`config.mk`:
```
export PLATFORM = sky130hd
export DESIGN_NAME = fcr_flash_cmd
export DESIGN_NICKNAME = d
export VERILOG_FILES = /design/src/fcr_pkg.sv /design/src/fcr_flash_cmd.sv
export SDC_FILE = /design/constraint.sdc
export NUM_CORES = 1
export LEC_CHECK = 0
export ABC_AREA = 0
export BUFFER_PORTS_ARGS = -buffer_cell sky130_fd_sc_hd__buf_4
export CAP_MARGIN = 20
export CORE_MARGIN = 3
export CORE_UTILIZATION = 42
export CTS_CLUSTER_SIZE = 30
export DETAILED_ROUTE_END_ITERATION = 12
export PLACE_DENSITY = 0.59
export SLEW_MARGIN = 10
export SYNTH_ARGS = -nofsm -noshare
export SYNTH_HDL_FRONTEND = slang
export SYNTH_SLANG_ARGS = --single-unit
```
`constraint.sdc`:
```
create_clock -name mclk -period 9.32 [get_ports mclk]
set_input_delay 0.466 -clock mclk [delete_from_list [all_inputs] [get_ports mclk]]
set_output_delay 0.466 -clock mclk [all_outputs]
set_load 0.005 [all_outputs]
```
`src/fcr_pkg.sv`:
```
// constants and types for the flash command decoder and read-mode controller
package fcr_pkg;

    // bus widths
    localparam int AW = 16;
    localparam int DW = 8;
    localparam int NMAIN = 8;
    localparam int NSEC = 4;
    localparam int PIN_W = 2 + AW + DW + NMAIN + NSEC;

    // timing
    localparam int CLK_PERIOD_NS = 4;
    localparam int ERASE_WIN_US = 80;
    localparam int GAP_TMO_US = 80;
    localparam int ERASE_WIN_CYC = ERASE_WIN_US * 1000 / CLK_PERIOD_NS;
    localparam int GAP_CYC = GAP_TMO_US * 1000 / CLK_PERIOD_NS;
    localparam int CNTW = 15;

    // command coding
    localparam logic [11:0] ADR_U1 = 12'h555;
    localparam logic [11:0] ADR_U2 = 12'haaa;
    localparam logic [7:0] D_U1 = 8'haa;
    localparam logic [7:0] D_U2 = 8'h55;
    localparam logic [7:0] C_ID = 8'h90;
    localparam logic [7:0] C_PROG = 8'ha0;
    localparam logic [7:0] C_ERASE = 8'h80;
    localparam logic [7:0] C_SECT = 8'h30;
    localparam logic [7:0] C_BULK = 8'h10;
    localparam logic [7:0] C_SUSP = 8'hb0;
    localparam logic [7:0] C_RESET = 8'hf0;
    localparam logic [7:0] C_BYP = 8'h20;
    localparam logic [7:0] C_BYPX = 8'h00;

    // special reads
    localparam int A_SEL_HI = 6;
    localparam int A_SEL_MID = 1;
    localparam int A_SEL_LO = 0;
    localparam logic [2:0] ID_SEL = 3'h1;
    localparam logic [2:0] PROT_SEL = 3'h2;
    localparam logic [7:0] PROT_YES = 8'h01;
    localparam logic [7:0] PROT_NO = 8'h00;
    localparam int ERR_BIT = 5;
    localparam logic [7:0] ERR_MASK = 8'(1 << ERR_BIT);

    // sequence steps, unlock-to-program path in gray order
    typedef enum logic [3:0] {
        S_IDLE = 4'h0, S_C1 = 4'h1, S_C2 = 4'h3, S_PD = 4'h2, S_E3 = 4'h6,
        S_E4 = 4'h7, S_E5 = 4'h5, S_BP = 4'h4, S_BR = 4'hc
    } fcr_step_t;

    // per-block modes
    typedef enum logic [2:0] {
        M_ARRAY = 3'h0, M_IDREAD = 3'h1, M_BYPASS = 3'h3,
        M_ERASING = 3'h2, M_SUSP = 3'h6, M_ERROR = 3'h4
    } fcr_mode_t;

    // decoded events
    typedef enum logic [3:0] {
        E_NONE, E_ID, E_PROG, E_SECT, E_BULK, E_BYP, E_BYPX, E_RST, E_SUSP, E_RES
    } fcr_ev_t;

    // requests to the embedded algorithm
    typedef enum logic [2:0] {
        OP_NONE, OP_PROG, OP_SECT, OP_BULK, OP_SUSP, OP_RES
    } fcr_op_t;

endpackage

```
`src/fcr_flash_cmd.sv`:
```
// command decoder and read-mode controller for the main and secondary flash
`timescale 1ns/1ps
module fcr_flash_cmd
    import fcr_pkg::*;
#(
    parameter int ERASE_WIN_N = ERASE_WIN_CYC,
    parameter int GAP_N = GAP_CYC,
    parameter logic [7:0] ID_CODE = 8'h5a // arbitrary value
)
(
    // clock and reset
    input wire logic mclk,
    input wire logic rst,
    // host bus pins
    input wire logic wr_n,
    input wire logic rd_n,
    input wire logic [AW-1:0] addr,
    input wire logic [DW-1:0] wdata,
    input wire logic [NMAIN-1:0] main_sector_selects,
    input wire logic [NSEC-1:0] secondary_sector_selects,
    output logic [DW-1:0] rdata,
    output logic rdata_oe,
    // array and protection side
    input wire logic [DW-1:0] main_array_data,
    input wire logic [DW-1:0] sec_array_data,
    input wire logic [NMAIN-1:0] main_prot,
    input wire logic [NSEC-1:0] sec_prot,
    output logic [NMAIN-1:0] main_prot_reg,
    output logic [NSEC-1:0] sec_prot_reg,
    // embedded algorithm side
    input wire logic [1:0] alg_busy,
    input wire logic [DW-1:0] alg_status,
    output logic op_req,
    output fcr_op_t op_kind,
    output logic op_blk,
    output logic [2:0] op_sect,
    output logic [AW-1:0] op_addr,
    output logic [DW-1:0] op_data,
    output fcr_mode_t main_mode,
    output fcr_mode_t sec_mode
);

    //--------------------------------------------------------------
    // declarations
    //--------------------------------------------------------------
    logic [PIN_W-1:0] sync1_r;
    logic [PIN_W-1:0] sync2_r;
    logic wr_n_s;
    logic rd_n_s;
    logic wr_n_d_r;
    logic rd_n_d_r;
    logic [AW-1:0] adr_s;
    logic [DW-1:0] dat_s;
    logic [NMAIN-1:0] msel_s;
    logic [NSEC-1:0] ssel_s;
    logic wr_ev;
    logic rd_ev;
    logic hit;
    logic blk;
    logic is_u1;
    logic is_u2;
    logic at555;
    logic acc;
    logic gap_out;
    logic win_open;
    logic busy_b;
    fcr_mode_t mode_b;
    logic [2:0] msect;
    logic [1:0] ssect;
    logic [2:0] sect;
    logic [2:0] idsel;
    logic prot_b;
    logic [DW-1:0] arr_b;
    logic [DW-1:0] rd_src;
    fcr_step_t step_r;
    fcr_step_t step_nxt;
    fcr_ev_t ev_nxt;
    logic sblk_r;
    logic [CNTW-1:0] gap_r;
    logic [CNTW-1:0] win_r;
    logic bulk_r;
    logic [NMAIN-1:0] esmask_r;
    logic [NMAIN-1:0] esm_nxt;
    fcr_mode_t mode_r [2];
    fcr_mode_t mode_nxt [2];
    logic busy_d_r [2];
    logic susret_r [2];
    logic done_w [2];
    logic op_fire;
    fcr_op_t op_kind_nxt;
    logic op_req_r;
    fcr_op_t op_kind_r;
    logic op_blk_r;
    logic [2:0] op_sect_r;
    logic [AW-1:0] op_addr_r;
    logic [DW-1:0] op_data_r;
    logic [DW-1:0] rdata_r;
    logic rdata_oe_r;
    logic [NMAIN-1:0] mprot_r;
    logic [NSEC-1:0] sprot_r;

    // lowest active select gives the sector index
    function automatic logic [2:0] fcr_first(input logic [NMAIN-1:0] v);
        logic [2:0] i;
        i = '0;
        for (int k = NMAIN - 1; k >= 0; k--)
            if (v[k])
                i = 3'(k);
        return i;
    endfunction

    // next mode of one block
    function automatic fcr_mode_t fcr_next_mode(input fcr_mode_t m, input logic sr,
        input logic done, input logic err, input logic mine, input fcr_ev_t ev);
        fcr_mode_t n;
        n = m;
        if (done && err)
            n = M_ERROR;
        else if (done && m == M_ERASING)
            n = M_ARRAY;
        else if (mine)
        begin
            case (ev)
                E_ID: n = M_IDREAD;
                E_BYP: n = M_BYPASS;
                E_BYPX: n = M_ARRAY;
                E_SECT, E_BULK, E_RES: n = M_ERASING;
                E_SUSP: n = M_SUSP;
                E_RST:
                    if (m == M_IDREAD)
                        n = sr ? M_SUSP : M_ARRAY;
                    else if (m == M_ERROR)
                        n = M_ARRAY;
                default: n = m;
            endcase
        end
        return n;
    endfunction

    //--------------------------------------------------------------
    // pin synchronisers and strobe edges
    //--------------------------------------------------------------
    // two flops on every pin before use
    always_ff @(posedge mclk)
    begin
        if (rst)
        begin
            sync1_r <= '1;
            sync2_r <= '1;
            wr_n_d_r <= 1'b1;
            rd_n_d_r <= 1'b1;
        end
        else
        begin
            sync1_r <= {wr_n, rd_n, addr, wdata, main_sector_selects,
                secondary_sector_selects};
            sync2_r <= sync1_r;
            wr_n_d_r <= wr_n_s;
            rd_n_d_r <= rd_n_s;
        end
    end

    // unpack synchronised pins, write ends on rising strobe
    assign {wr_n_s, rd_n_s, adr_s, dat_s, msel_s, ssel_s} = sync2_r;
    assign wr_ev = wr_n_s && !wr_n_d_r;
    assign rd_ev = !rd_n_s && rd_n_d_r;

    //--------------------------------------------------------------
    // address and block decode
    //--------------------------------------------------------------
    // main block wins when both are selected
    assign hit = |msel_s || |ssel_s;
    assign blk = !(|msel_s);
    assign is_u1 = adr_s[11:0] == ADR_U1 && dat_s == D_U1;
    assign is_u2 = adr_s[11:0] == ADR_U2 && dat_s == D_U2;
    assign at555 = adr_s[11:0] == ADR_U1;
    assign mode_b = mode_r[blk];
    assign busy_b = alg_busy[blk];
    assign acc = wr_ev && hit && (!busy_b || mode_b == M_ERASING);
    assign gap_out = step_r != S_IDLE && gap_r == '0;
    assign win_open = win_r != '0;

    // sector index and special-read select
    assign msect = fcr_first(msel_s);
    assign ssect = 2'(fcr_first({{(NMAIN - NSEC){1'b0}}, ssel_s}));
    assign sect = blk ? {1'b0, ssect} : msect;
    assign idsel = {adr_s[A_SEL_HI], adr_s[A_SEL_MID], adr_s[A_SEL_LO]};

    //--------------------------------------------------------------
    // instruction sequence decoder
    //--------------------------------------------------------------
    // walks unlock, command and confirmation bytes
    always_comb
    begin
        step_nxt = step_r;
        ev_nxt = E_NONE;
        if (gap_out)
            step_nxt = S_IDLE;
        if (acc)
        begin
            step_nxt = S_IDLE;
            if (step_r == S_IDLE || blk == sblk_r)
            begin
                unique case (step_r)
                    S_IDLE:
                        if (mode_b == M_ERASING)
                        begin
                            if (dat_s == C_SECT && win_open && !bulk_r)
                                ev_nxt = E_SECT;
                            else if (dat_s == C_SUSP && !bulk_r)
                                ev_nxt = E_SUSP;
                        end
                        else if (mode_b == M_BYPASS)
                        begin
                            if (dat_s == C_PROG)
                                step_nxt = S_BP;
                            else if (dat_s == C_ID)
                                step_nxt = S_BR;
                        end
                        else if (mode_b == M_SUSP && dat_s == C_SECT)
                            ev_nxt = E_RES;
                        else if (dat_s == C_RESET)
                            ev_nxt = E_RST;
                        else if (is_u1 && mode_b != M_ERROR)
                            step_nxt = S_C1;
                    S_C1:
                        if (is_u2)
                            step_nxt = S_C2;
                    S_C2:
                        if (at555 && dat_s == C_ID)
                            ev_nxt = E_ID;
                        else if (at555 && dat_s == C_PROG)
                            step_nxt = S_PD;
                        else if (at555 && dat_s == C_ERASE && mode_b != M_SUSP)
                            step_nxt = S_E3;
                        else if (at555 && dat_s == C_BYP && mode_b == M_ARRAY)
                            ev_nxt = E_BYP;
                    S_PD, S_BP:
                        if (!(mode_b == M_SUSP && esmask_r[sect]))
                            ev_nxt = E_PROG;
                    S_E3:
                        if (is_u1)
                            step_nxt = S_E4;
                    S_E4:
                        if (is_u2)
                            step_nxt = S_E5;
                    S_E5:
                        if (dat_s == C_SECT)
                            ev_nxt = E_SECT;
                        else if (at555 && dat_s == C_BULK)
                            ev_nxt = E_BULK;
                    S_BR:
                        if (dat_s == C_BYPX)
                            ev_nxt = E_BYPX;
                    default: step_nxt = S_IDLE;
                endcase
            end
        end
    end

    // step register and inter-byte gap timer
    always_ff @(posedge mclk)
    begin
        if (rst)
        begin
            step_r <= S_IDLE;
            sblk_r <= 1'b0;
            gap_r <= '0;
        end
        else
        begin
            step_r <= step_nxt;
            if (acc)
            begin
                sblk_r <= blk;
                gap_r <= CNTW'(GAP_N);
            end
            else if (gap_r != '0)
                gap_r <= gap_r - 1'b1;
        end
    end

    //--------------------------------------------------------------
    // erase window and erased-sector mask
    //--------------------------------------------------------------
    // sectors of a new erase start a fresh mask
    assign esm_nxt = (mode_b == M_ERASING ? esmask_r : '0) | (NMAIN'(1) << sect);

    // window for further sector commands
    always_ff @(posedge mclk)
    begin
        if (rst)
        begin
            win_r <= '0;
            bulk_r <= 1'b0;
            esmask_r <= '0;
        end
        else if (ev_nxt == E_SECT)
        begin
            win_r <= CNTW'(ERASE_WIN_N);
            bulk_r <= 1'b0;
            esmask_r <= esm_nxt;
        end
        else if (ev_nxt == E_BULK)
        begin
            win_r <= '0;
            bulk_r <= 1'b1;
            esmask_r <= '1;
        end
        else if (win_r != '0)
            win_r <= win_r - 1'b1;
    end

    //--------------------------------------------------------------
    // per-block mode state
    //--------------------------------------------------------------
    for (genvar b = 0; b < 2; b++)
    begin : g_blk
        // algorithm finished when busy falls
        assign done_w[b] = busy_d_r[b] && !alg_busy[b];
        assign mode_nxt[b] = fcr_next_mode(mode_r[b], susret_r[b], done_w[b],
            alg_status[ERR_BIT], blk == 1'(b), ev_nxt);

        // mode, busy history, return-to-suspend flag
        always_ff @(posedge mclk)
        begin
            if (rst)
            begin
                mode_r[b] <= M_ARRAY;
                busy_d_r[b] <= 1'b0;
                susret_r[b] <= 1'b0;
            end
            else
            begin
                mode_r[b] <= mode_nxt[b];
                busy_d_r[b] <= alg_busy[b];
                if (ev_nxt == E_ID && blk == 1'(b))
                    susret_r[b] <= mode_r[b] == M_SUSP;
            end
        end
    end

    //--------------------------------------------------------------
    // algorithm requests
    //--------------------------------------------------------------
    // event to request kind
    assign op_fire = ev_nxt inside {E_PROG, E_SECT, E_BULK, E_SUSP, E_RES};
    assign op_kind_nxt = ev_nxt == E_PROG ? OP_PROG
        : ev_nxt == E_SECT ? OP_SECT
        : ev_nxt == E_BULK ? OP_BULK
        : ev_nxt == E_SUSP ? OP_SUSP
        : ev_nxt == E_RES ? OP_RES : OP_NONE;

    // one-cycle request with its operands
    always_ff @(posedge mclk)
    begin
        if (rst)
        begin
            op_req_r <= 1'b0;
            op_kind_r <= OP_NONE;
            op_blk_r <= 1'b0;
            op_sect_r <= '0;
            op_addr_r <= '0;
            op_data_r <= '0;
        end
        else
        begin
            op_req_r <= op_fire;
            if (op_fire)
            begin
                op_kind_r <= op_kind_nxt;
                op_blk_r <= blk;
                op_sect_r <= sect;
                op_addr_r <= adr_s;
                op_data_r <= dat_s;
            end
        end
    end

    //--------------------------------------------------------------
    // read data path
    //--------------------------------------------------------------
    // source picked by the block's mode
    assign prot_b = blk ? sec_prot[ssect] : main_prot[msect];
    assign arr_b = blk ? sec_array_data : main_array_data;
    assign rd_src = mode_b == M_ERROR ? (alg_status | ERR_MASK)
        : (busy_b || mode_b == M_ERASING) ? alg_status
        : (mode_b == M_IDREAD && idsel == ID_SEL && !blk) ? ID_CODE
        : (mode_b == M_IDREAD && idsel == PROT_SEL) ? (prot_b ? PROT_YES : PROT_NO)
        : arr_b;

    // read latch, drive enable, protection mirrors
    always_ff @(posedge mclk)
    begin
        if (rst)
        begin
            rdata_r <= '0;
            rdata_oe_r <= 1'b0;
            mprot_r <= '0;
            sprot_r <= '0;
        end
        else
        begin
            rdata_oe_r <= !rd_n_s && hit;
            if (rd_ev)
                rdata_r <= rd_src;
            mprot_r <= main_prot;
            sprot_r <= sec_prot;
        end
    end

    // outputs from flops
    assign rdata = rdata_r;
    assign rdata_oe = rdata_oe_r;
    assign main_prot_reg = mprot_r;
    assign sec_prot_reg = sprot_r;
    assign op_req = op_req_r;
    assign op_kind = op_kind_r;
    assign op_blk = op_blk_r;
    assign op_sect = op_sect_r;
    assign op_addr = op_addr_r;
    assign op_data = op_data_r;
    assign main_mode = mode_r[0];
    assign sec_mode = mode_r[1];
endmodule

```
After elaboration in Yosys (flattened, before gate mapping)

Memory sizes are Yosys's and may differ from the RTL's.
Index checks and enable logic that the tools add are counted.

Shift-type cells: 1
Reduce and logical (&&, ||, !) cells: 62
$add $sub $neg: 2
Order comparisons: 4
Mux-type cells: 104
Bitwise operators: 7
Eq/ne operators: 47

Operator list:

| kind                  | number |
|---|---|
| $mux 3                | 41 |
| $mux 15               | 5 |
| $mux 8                | 8 |
| $mux 4                | 14 |
| $eq 8x8->1 const B    | 6 |
| $pmux 4 s5            | 2 |
| $pmux 3 s6            | 2 |
| $eq 4x3->1 const B    | 8 |
| $logic_and 1x1->1     | 32 |
| $reduce_bool 15->1    | 2 |
| $sub 15x1->15 const B | 2 |
| $mux 1                | 23 |
| $eq 3x3->1 const B    | 6 |
| $eq 4x2->1 const B    | 4 |
| $eq 8x6->1 const B    | 2 |
| $eq 3x2->1 const B    | 5 |
| $logic_not 15->1      | 1 |
| $eq 12x11->1 const B  | 1 |
| $eq 12x12->1 const B  | 1 |
| $eq 3x1->1 const B    | 4 |
| $eq 4x4->1 const B    | 3 |
| $mux 2                | 6 |
| $eq 4x1->1 const B    | 2 |
| $eq 8x5->1 const B    | 1 |
| other kinds (24)      | 46 |

RAM bits: 10
Word-level logic and storage cells: 252
Bits in registers: 175
Output and inout port bits: 59
Bits of input ports: 78
Memories: 3

Memories:

| memory   | depth | width | read ports | clocked after memory_dff | write ports | RTL line            | RTL |
|---|---|---|---|---|---|---|---|
| mode_r   | 2     | 3     | 3          | 0                        | 2           | fcr_flash_cmd.sv:84 | `fcr_mode_t mode_r [2];` |
| busy_d_r | 2     | 1     | 2          | 0                        | 2           | fcr_flash_cmd.sv:86 | `logic busy_d_r [2];` |
| susret_r | 2     | 1     | 2          | 0                        | 2           | fcr_flash_cmd.sv:87 | `logic susret_r [2];` |

Logic depth before layout (Yosys ltp)

Gate-level depths: netlist of run 1.

Depth in word-level cells: 23
Depth in mapped cells: 12
Mapped depth without buffers: 9

Worst setup path before layout of run 1

Ideal clock, no wire load.

Kind: reg-to-reg
Start point: register sync2_r[8]
End point: memory susret_r[0] (enable)
Data arrival time: 2.634 ns
Setup time: 0.310 ns
Stages on the path, launching flop included: 11
Required time: 9.010 ns
Path slack: 6.375 ns
Path buffers: 3
Period minus slack after synthesis: 2.945 ns
Cell sequence: dfxtp_1 -> buf_2 -> or4_4 -> buf_6 -> or4_1 -> a21bo_2 -> o311a_4 -> a21oi_2 -> buf_4 -> nand4_1 -> o21ai_0

RTL lines:

| item                   | RTL line             | RTL |
|---|---|---|
| start, declared        | fcr_flash_cmd.sv:47  | `logic [PIN_W-1:0] sync2_r;` |
| start signal, assigned | fcr_flash_cmd.sv:157 | `sync2_r <= sync1_r;` |
| end, declared          | fcr_flash_cmd.sv:87  |  |

Worst setup path in the final report of run 1

Start point: register sync2_r[4]
End point: register op_sect_r[0] (netlist: op_sect[0])

Longest elaborated chain between the ends: 14
Elaborated cells on any way between the ends: 42
Classes of those cells: 10 x eq/ne; 17 x mux; 14 x reduce/logical; 1 x memory

RTL lines:

| item                               | RTL line                                   | RTL |
|---|---|---|
| $reduce_or 8->1                    | fcr_flash_cmd.sv:172, fcr_flash_cmd.sv:173 |  |
| $logic_not 1->1                    | fcr_flash_cmd.sv:173                       | `assign blk = !(\|msel_s);` |
| $mem_v2 2x3                        | --                                         |  |
| $logic_not 3->1                    | fcr_flash_cmd.sv:236                       | `else if (at555 && dat_s == C_BYP && mode_b == M_ARRAY)` |
| $logic_and 1x1->1                  | fcr_flash_cmd.sv:236                       |  |
| $mux 3                             | fcr_flash_cmd.sv:236                       |  |
| $mux 3                             | fcr_flash_cmd.sv:234                       | `else if (at555 && dat_s == C_ERASE && mode_b != M_SUSP)` |
| $mux 3                             | fcr_flash_cmd.sv:232                       | `else if (at555 && dat_s == C_PROG)` |
| $mux 3                             | fcr_flash_cmd.sv:230                       | `if (at555 && dat_s == C_ID)` |
| $pmux 4 s5                         | fcr_flash_cmd.sv:204                       | `unique case (step_r)` |
| $mux 4                             | fcr_flash_cmd.sv:202                       | `if (step_r == S_IDLE \|\| blk == sblk_r)` |
| $mux 4                             | fcr_flash_cmd.sv:199                       | `if (acc)` |
| $eq 4x2->1 (tied with other cells) | fcr_flash_cmd.sv:347                       | `assign op_fire = ev_nxt inside {E_PROG, E_SECT, E_BULK, E_SUSP, E_RES};` |
| $reduce_bool 5->1                  | fcr_flash_cmd.sv:347                       |  |
| end signal, assigned               | fcr_flash_cmd.sv:373                       | `op_sect_r <= sect;` |
| end, declared                      | fcr_flash_cmd.sv:94                        | `logic [2:0] op_sect_r;` |

Parallel ways exist; a longest one is shown, timed or not. The select of a mux whose other input is x is not followed.
A chain may end at the register's enable or synchronous reset.

==> results of run 1 <==
## cells by family after synthesis
group                    count (synthesis)  share of synthesized area, %
AO/OA/AOI/OAI                          180                         15.95
XOR/XNOR                                24                         2.521
adder cells (fa/ha/maj)                  2                        0.3000
buffers and inverters                   71                         3.991
flip-flops                             185                         44.65
multiplexers                            40                         4.816
AND/OR/NAND/NOR                        424                         27.77
## metrics by stage
stage,util [%],cell area (um^2)
after floorplan,-,8339
after CTS,52.87,10090
after detailed placement,49.57,9458
final,52.87,10090
after global placement,49.57,9458
after global routing,52.87,10090
## power groups by stage
stage	registers (mW)	logic (mW)	clock network, mW
after global routing	0.901	0.368	0.800
after detailed placement	0.910	0.320	0
final	0.893	0.319	0.742
after global placement	0.910	0.320	0
after CTS	0.892	0.323	0.766
after floorplan	0.900	0.248	0
## per-layer routing
metal / part of all wire [%] / vias up
li1: - / 3521
met1: 49 / 3220
met2: 43 / 219
met3: 6.5 / 32
met4: 1.9 / 0
met5: 0 / -
## area by class of cell
type / instances / share of cell area, %
multi-input combinational: 670 / 42.45
clock inverter: 15 / 2.034
sequential: 185 / 36.91
timing repair buffer: 140 / 10.42
clock buffer: 17 / 4.217
tap: 260 / 3.225
inverter: 20 / 0.7441
## placed cells by master (no fill, tap or decap), types with 24 or more instances in the layout
| master | count |
|---|---|
| a21oi_1 | 34 |
| mux2i_1 | 39 |
| buf_4 | 140 |
| nor3_1 | 24 |
| nand3_1 | 24 |
| nor2_1 | 63 |
| or2_2 | 81 |
| nor2b_1 | 25 |
| nand2_1 | 106 |
| o21ai_0 | 26 |
| dfxtp_1 | 183 |
## worst max-delay path by stage
| stage | startpoint | to | slack [ns] | depth (start not counted) |
|---|---|---|---|---|
| floorplan | sync2_r[8] | susret_r[0] | 6.38 | 10 |
| global placement | sync2_r[4] | op_addr[13] | 5.30 | 9 |
| detailed placement | sync2_r[4] | op_addr[13] | 5.11 | 9 |
| CTS | sync2_r[4] | op_sect[0] | 5.06 | 9 |
| global route | sync2_r[4] | op_data[7] | 4.78 | 9 |
| finish | sync2_r[4] | op_sect[0] | 4.97 | 9 |
## worst register-to-register path: cells and delay by family (launching register included)
kind | cells | cell delay, ns
compound gates | 4 | 1.34
buf+inv | 1 | 0.44
mux | 2 | 0.90
flops | 1 | 0.36
simple gates | 2 | 1.25
==> impl_metrics.toml, run 1 <==
[power_and_ir_drop]
leakagePower_nw = 4.098
peakVddDrop_uv = 125.9
seqPwrFrac_pct = 45.7
internal-power_mw = 1.393
p_comb_share_pct = 16.3
total_power_mw = 1.954
pwr-share-clk_pct = 38.0
netSwitchingFraction_pct = 28.69
switchingPower_mw = 0.5606
power_density_nw_per_um2 = 193.7

[synth]
synth_top_area_cell = "dfxtp_1"
yosys_register_bits = 185
async_flop_share_pct = 0
ys_seq_area_share_pct = 44.65
syn_inst = 926
synth_common_cells = "dfxtp_1, nand2_1, or2_2, nor2_1, mux2i_1"
yosys_warnings = 0
synth.avg_cell_area_um2 = 9.006
syn-num-nets = 1006
yosys.cell_types.count = 87
synth_edf_count = 2
synth_flop_cell = "dfxtp_1"
yosys.area.top_type_share_pct = 43.93
yosysMostFrequentCell = "dfxtp_1"
syn-cell-area_um2 = 8339
synth.area.top_cells = "dfxtp_1, or2_2, nand2_1, mux2i_1, nor2_1"

[timing]
max-slew-margin-rel_pct = 35.41
setup_ws_ns = 4.969
layout_min_cycle_time_ns = 4.351
final-max-slew-violation-count = 0
whs_ns = 0.2120
rsz0062_at_grt = "false"
hold_violations = 0
setup-violations-final = 0
tightest_slew_ns = 0.9679
fin_crit_sh_pct = 46.69
finalSetupTns_ns = 0
fmaxAchievable_mhz = 229.8
skew_ns = 0.01071

[grt]
grt_max_degree = 93
use_met3_pct = 4.473
busiest_layer = "met2"
grt.overflow.total = 0
grt_first_pass_wirelength_mm = 34.24
track_usage_pct = 19.21
first_global_vias = 6474
gr-usage-met2_pct = 28.58
grt_use_met1_pct = 27.50
antenna_found_initial = 0

[clocking]
clkSlewWorstSetupHoldPaths_ns = 0.08
cts_tree = "yes"
clock_sinks = 185
postCtsResizedCells = 0
htreeDepth = 4
cts_hold_buffers = 0
numCtsBuffers = 17
postCtsSetupBuffers = 0
root_buffer = "clkbuf_16"
clk_latency_ns = 0.43
clockBufferDepth = 2

[setup_path]
cp_top_family = "compound AO/OA/AOI/OAI gates"
critical-path-max-stage-delay_ns = 0.76
path_class = "reg -> reg"
worst_setup_path_start_kind = "flop"
r2r_start = "sync2_r[4]"
reg2regPathDepth = 9
cpMaxStageDelayCell = "or4_1"
critPathMaxFanout = 30
crit_required_ns = 9.67
crit_arrival_ns = 4.70
crit_path_frequent_cell = "mux2i_1"
endpoint_kind = "flop"
timing.rr.end = "op_sect[0]"
path_cells = "or4_1, nor2_8, mux2i_1, o2111ai_1, o21a_1, o21ai_2, o211a_1, buf_4, mux2i_1"
path_buf_inv = 1
rrSetupSlack_ns = 4.97

[layout]
register_area_um2 = 3724
multiInputGateArea_um2 = 4283
drive_gt1_share_pct = 26.74
syn_to_final_growth_pct = 20.97
n_antenna_cell = 0
finalNetCount = 1114
final.fill_count = 1824
fin_cells = 1307

[job]
maxCapViolCount = 0

[place]
gp_congestion = 0.9240
hpwl_mm = 15.17
preCtsSetupSlack_ns = 5.114
io_buffer_count = 136
dp_cells = 1275

[floorplanning]
core_area_um2 = 19080
ios = 137
initial_core_util_pct = 43.70
row_count = 50
die_area_um2 = 21580
fp.dieW_um = 146.9
die_h_um = 146.9

[worst_hold_path]
min_path_type = "in -> reg"
whs_endpoint = "sync1_r[27]"
min_from = "addr[7]"
worstHoldPathCells = 2

[drt]
wl_per_cell_um = 16.06
vias_per_cell = 5.350
drt-initial-drc-count = 499
drt-total-wl_mm = 20.98
drtPass1Iterations = 5
vias = 6992
drc_errors = 0
ant_nets = 0

[status]
status = "completed"
No activity file was read; power rests on OpenSTA's default activity.
==> run 2: changes to the inputs <==
--- a/config.mk
+++ b/config.mk
@@ -5,14 +5,14 @@
 export SDC_FILE = /design/constraint.sdc
 export NUM_CORES = 1
 export LEC_CHECK = 0
-export ABC_AREA = 0
+export ABC_AREA = 1
 export BUFFER_PORTS_ARGS = -buffer_cell sky130_fd_sc_hd__buf_4
 export CAP_MARGIN = 20
 export CORE_MARGIN = 3
 export CORE_UTILIZATION = 42
 export CTS_CLUSTER_SIZE = 30
 export DETAILED_ROUTE_END_ITERATION = 12
-export PLACE_DENSITY = 0.59
+export PLACE_DENSITY = 0.6
 export SLEW_MARGIN = 10
 export SYNTH_ARGS = -nofsm -noshare
 export SYNTH_HDL_FRONTEND = slang
==> constraint.sdc (replaced) <==
create_clock -name mclk -period 4.1 [get_ports mclk]
set_input_delay 0.205 -clock mclk [delete_from_list [all_inputs] [get_ports mclk]]
set_output_delay 0.205 -clock mclk [all_outputs]
set_load 0.005 [all_outputs]
==> run 2 against run 1 <==
Clock-buffer cell count grew 2. Final area grew 2.8%. Critical path type unchanged. Global-route usage grew 1.5 points. Sequential power grew 130%. Sequential share of layout area shrank 1.0 points. Highest routed layer unchanged. Wire length is essentially flat. Critical path depth grew 11. Largest power group unchanged. Utilization grew 3.9 points.
==> impl_metrics.toml, run 2 <==
[status]
status = "completed"

[timing]
setup-violations-final = 0
whs_ns = 0.02402
fin_crit_sh_pct = 88.19
skew_ns = 0.01458
layout_min_cycle_time_ns = 3.616
tightest_slew_ns = 0.9618
hold_violations = 0
setup_ws_ns = 0.4843
final-max-slew-violation-count = 0
finalSetupTns_ns = 0
rsz0062_at_grt = "false"
max-slew-margin-rel_pct = 35.88
fmaxAchievable_mhz = 276.6

[synth]
yosys.area_share.adder_pct = 0.3144
synth_top_family_by_area = "simple AND/OR/NAND/NOR gates"
ys_seq_area_share_pct = 46.78
yosys.area.top_type_share_pct = 46.02
syn_inst = 1066
synth_simple_gate_area_share_pct = 31.30
synthMuxAreaShare_pct = 0.1415
synthXorXnorAreaFrac_pct = 1.100
yosys_warnings = 0
yosysMostFrequentCell = "dfxtp_1"
synth_common_cells = "dfxtp_1, nand2_1, nor2_1, inv_1, or2_2"
synth.avg_cell_area_um2 = 7.467
synth_edf_count = 2
syn-cell-area_um2 = 7960
async_flop_share_pct = 0
yosys_register_bits = 185
yosys.cell_types.count = 46
syn-num-nets = 1146
synth_flop_cell = "dfxtp_1"
synth_top_area_cell = "dfxtp_1"
synth.area.top_cells = "dfxtp_1, nand2_1, nor2_1, or2_2, inv_1"
synth_compound_area_share_pct = 11.96

[drt]
drt-total-wl_mm = 20.99
vias = 7267
vias_per_cell = 4.848
drc_errors = 0
drtPass1Iterations = 5
drt-initial-drc-count = 433
ant_nets = 0
wl_per_cell_um = 14.00

[power_and_ir_drop]
leakagePower_nw = 4.908
peakVddDrop_uv = 339.8
power_density_nw_per_um2 = 452.2
total_power_mw = 4.690

[clocking]
cts_hold_buffers = 55
numCtsBuffers = 17
postCtsResizedCells = 0
clockBufferDepth = 2
postCtsSetupBuffers = 0
clkSlewWorstSetupHoldPaths_ns = 0.08
clk_latency_ns = 0.43
root_buffer = "clkbuf_16"
clock_sinks = 185
htreeDepth = 4
cts_tree = "yes"

[worst_hold_path]
min_path_type = "in -> reg"
worstHoldPathCells = 3

[setup_path]
crit_arrival_ns = 3.89
crit_path_frequent_cell = "nand2_1"
critPathMaxFanout = 44
reg2regPathDepth = 20
path_cells = "nor2_2, nand3_4, nor2_8, nand2_1, o21ai_1, nand2_1, nor2_1, nand3_1, nand2_1, nor2_1, nand2_1, nand2_1, nor2_2, nand2_2, nand3_2, nor2_2, nand2_4, inv_4, nand2_1, a21oi_1"
cp_top_family = "simple AND/OR/NAND/NOR gates"
path_class = "reg -> reg"
cpMaxStageDelayCell = "nor2_8"
path_buf_inv = 1
worst-path-stages = 20
endpoint_kind = "flop"
crit_required_ns = 4.38
worst_setup_path_start_kind = "flop"
critical-path-max-stage-delay_ns = 0.41

[layout]
final_cell_mix = "dfxtp_1, nand2_1, nor2_1"
utilization_pct = 56.76
n_antenna_cell = 0
syn_to_final_growth_pct = 30.27
drive_gt1_share_pct = 22.83
finalNetCount = 1337
final_common_cell = "dfxtp_1"
stdcell_area_um2 = 10370
fin_cells = 1499

[job]
maxCapViolCount = 0

[grt]
grt.overflow.total = 0
grt_max_degree = 113
first_global_vias = 6711
track_usage_pct = 20.75
grt_first_pass_wirelength_mm = 34.00
antenna_found_initial = 0

[floorplanning]
die_area_um2 = 20640
initial_core_util_pct = 43.57
row_count = 49
fp.dieW_um = 143.7
die_h_um = 143.7
core_area_um2 = 18270
ios = 137

[place]
hpwl_mm = 15.13
place_area_um2 = 9194
dp_cells = 1412
io_buffer_count = 136
gp_congestion = 0.9320
preCtsSetupSlack_ns = 0.5228
==> run 2: changes by cell type after synthesis, sizes merged, moves of 13 or more <==
cell	previous run	this run
inv	20	137
nand2	108	174
nand3	24	48
a21oi	36	69
nor2b	25	0
o21ai	35	61
clkbuf	34	20
a2111oi	13	0
mux2i	39	0
nor2	65	162
==> run 2: final cells by class <==
cell class	count	area (um^2)
clock buffer	19	452.9
tap	229	286.5
clock inverter	13	172.7
inverter	138	520.5
multi-input combinational	714	3567
fill	1699	7900
timing repair buffer	201	1647
sequential	185	3724
==> run 2: cells by family after synthesis <==
logic type,after synthesis
adder cells (fa/ha/maj),2
multiplexers,1
AO/OA/AOI/OAI,169
buffers and inverters,167
AND/OR/NAND/NOR,532
XOR/XNOR,10
flip-flops,185
==> run 2: power by group <==
part           internal (mW)  total (mW)  switching (mW)
Clock                  0.914        1.69           0.780
Sequential              1.96        2.06           0.104
Combinational          0.433       0.936           0.503
Total                   3.30        4.69            1.39
==> run 2: worst paths after layout <==
| path | start | endpoint | slack (ns) |
|---|---|---|---|
| worst min-delay path | main_prot[3] | main_prot_reg[3] | 0.02 |
| worst max register to register | sync2_r[7] | op_kind[0] | 0.48 |
| worst min register to register | sync1_r[22] | sync2_r[22] | 0.41 |
| worst max-delay path | sync2_r[7] | op_kind[0] | 0.48 |
==> run 2: metal layers <==
metal | part of all wire, % | vias up | track usage, %
met5 | 0 | - | 0
met4 | 1.8 | 0 | 6.046
met3 | 4.8 | 27 | 3.894
met2 | 43 | 184 | 32.07
met1 | 50 | 3246 | 29.71
li1 | - | 3810 | -
==> run 2: worst register-to-register path, stage by stage (launching register included) <==
cell and delay [ns]:
dfxtp_1 0.32, nor2_2 0.17, nand3_4 0.14, nor2_8 0.41, nand2_1 0.10, o21ai_1 0.21, nand2_1 0.12, nor2_1 0.16
nand3_1 0.09, nand2_1 0.10, nor2_1 0.06, nand2_1 0.11, nand2_1 0.13, nor2_2 0.16, nand2_2 0.22, nand3_2 0.18
nor2_2 0.07, nand2_4 0.37, inv_4 0.20, nand2_1 0.10, a21oi_1 0.06
==> run 3: changes to the inputs <==
--- a/config.mk
+++ b/config.mk
@@ -6,7 +6,7 @@
 export NUM_CORES = 1
 export LEC_CHECK = 0
 export ABC_AREA = 1
-export BUFFER_PORTS_ARGS = -buffer_cell sky130_fd_sc_hd__buf_4
+export BUFFER_PORTS_ARGS = -buffer_cell sky130_fd_sc_hd__buf_2
 export CAP_MARGIN = 20
 export CORE_MARGIN = 3
 export CORE_UTILIZATION = 42
==> run 3 against run 2 <==
Cell count shrank 0.27%. Sequential share of layout area grew 1.3 points. Via count grew 0.70%. Power grew 0.64%. Sequential cell count is the same. Clock power grew 4%. Final area shrank 3.5%. First-iteration DRC count shrank 2.5%. Global-route usage grew 0.30 points. Largest power group unchanged. Critical path depth shrank 2. Non-clock buffer count shrank 3. Register-to-register slack is essentially flat.
==> impl_metrics.toml, run 3 (synthesis results as in run 2) <==
[layout]
finalNetCount = 1334
stdcell_area_um2 = 10000
syn_to_final_growth_pct = 25.68
fin_cells = 1495
utilization_pct = 54.76
final_common_cell = "dfxtp_1"
final_cell_mix = "dfxtp_1, nand2_1, nor2_1"
final.fill_count = 1742
n_antenna_cell = 0
drive_gt1_share_pct = 22.91

[power_and_ir_drop]
power_density_nw_per_um2 = 471.7
total_power_mw = 4.720
p_comb_share_pct = 19.3
internal-power_mw = 3.350
netSwitchingFraction_pct = 29.02
pwr-share-clk_pct = 37.1
switchingPower_mw = 1.370
peakVddDrop_uv = 281.9
seqPwrFrac_pct = 43.7
leakagePower_nw = 4.841

[setup_path]
crit_required_ns = 4.38
crit_arrival_ns = 3.91
rrSetupSlack_ns = 0.47
cp-startpoint = "sync2_r[7]"
critical-path-max-stage-delay_ns = 0.38
crit_path_frequent_cell = "nand2_1"
r2r_start = "sync2_r[7]"
cpMaxStageDelayCell = "nand2_4"
reg2regPathDepth = 18
critPathMaxFanout = 44
endpoint = "op_kind[0]"
timing.rr.end = "op_kind[0]"
worst_setup_path_start_kind = "flop"
path_cells = "nor2_2, nand3_4, nor2_8, o21ai_1, nor2_1, nand2_1, a21boi_0, nor2_1, nand2_1, nand2_1, nor2_2, nand2_2, nand3_2, nor2_2, nand2_4, inv_4, nand2_1, a21oi_1"
path_class = "reg -> reg"
endpoint_kind = "flop"

[floorplanning]
initial_core_util_pct = 43.57
row_count = 49
ios = 137
die_area_um2 = 20640
die_h_um = 143.7
core_area_um2 = 18270
fp.dieW_um = 143.7

[timing]
fin_crit_sh_pct = 88.53
hold_violations = 0
whs_ns = 0.02168
max-slew-margin-rel_pct = 35.80
finalSetupTns_ns = 0
fmaxAchievable_mhz = 275.5
tightest_slew_ns = 0.9630
skew_ns = 0.01061
setup-violations-final = 0
rsz0062_at_grt = "false"
setup_ws_ns = 0.4704
final-max-slew-violation-count = 0
layout_min_cycle_time_ns = 3.630

[place]
hpwl_mm = 15.22
dp_cells = 1413
preCtsSetupSlack_ns = 0.5009
gp_congestion = 0.8901
io_buffer_count = 136
place_area_um2 = 8861

[clocking]
root_buffer = "clkbuf_16"
clk_latency_ns = 0.43
htreeDepth = 4
postCtsSetupBuffers = 0
numCtsBuffers = 17
cts_tree = "yes"
clock_sinks = 185
clkSlewWorstSetupHoldPaths_ns = 0.07
clockBufferDepth = 2

[job]
maxCapViolCount = 0

[grt]
first_global_vias = 6799
track_usage_pct = 21.05
grt_first_pass_wirelength_mm = 34.39
grt_max_degree = 113
antenna_found_initial = 0
grt.overflow.total = 0

[drt]
vias = 7318
drtPass1Iterations = 5
vias_per_cell = 4.895
ant_nets = 0
drt-initial-drc-count = 422
wl_per_cell_um = 14.18
drc_errors = 0
drt-total-wl_mm = 21.20

[worst_hold_path]
min_path_type = "in -> reg"

[status]
status = "completed"
-- run 3: cell count changes in the layout (fill, tap and decap cells not counted), sizes merged --
cell / before / now
clkbuf: 19 / 17
bufinv: 1 / 3
clkinv: 6 / 5
dlygate4sd3: 55 / 51
buf: 146 / 147
-- run 3: power groups by stage --
stage	sequential (mW)	clock [mW]	combinational, mW
CTS	2.06	1.79	0.912
detailed placement	2.10	0	0.872
global placement	2.10	0	0.867
floorplan	2.08	0	0.690
finish	2.06	1.75	0.909
global route	2.08	1.86	1.05
-- run 3: repair_timing --
action,in CTS,in global routing
endpoints found under the hold margin,51,0
gates resized for setup,0,0
hold buffers,51,0
setup endpoints to repair,0,0
-- run 3: worst min-delay path by stage --
stage	cells past startpoint	endpoint	startpoint	slack [ns]
detailed placement	2	sync1_r[31]	addr[11]	0.39
finish	3	busy_d_r[1]	alg_busy[1]	0.02
CTS	3	busy_d_r[1]	alg_busy[1]	0.007
global route	2	sync1_r[35]	rst	0.03
floorplan	1	sync1_r[0]	secondary_sector_selects[0]	0.31
global placement	2	sync1_r[28]	addr[8]	0.39
-- run 3: cell type report --
| cell class | count | area (um^2) | share of cell area (%) |
|---|---|---|---|
| Clock buffer | 17 | 425.4 | 4.252 |
| Multi-Input combinational cell | 714 | 3567 | 35.66 |
| Timing Repair Buffer | 198 | 1274 | 12.73 |
| Tap cell | 229 | 286.5 | 2.864 |
| Inverter | 138 | 520.5 | 5.203 |
| Sequential cell | 185 | 3724 | 37.22 |
| Clock inverter | 14 | 207.7 | 2.076 |
-- run 3: critical path: cells and delay by family, from the launching register on --
family | cells | cell delay [ns]
and+or+nand+nor | 14 | 2.42
AOI/OAI and AO/OA | 3 | 0.53
DFF | 1 | 0.32
buffers and inverters | 1 | 0.18
-- run 3: metal layers --
layer | up-vias | GRT usage, % | wire length [um]
met5 | - | 0 | 0
met4 | 0 | 6.640 | 391
met3 | 31 | 3.627 | 998
met2 | 221 | 32.17 | 9323
met1 | 3260 | 30.42 | 10480
li1 | 3806 | - | -
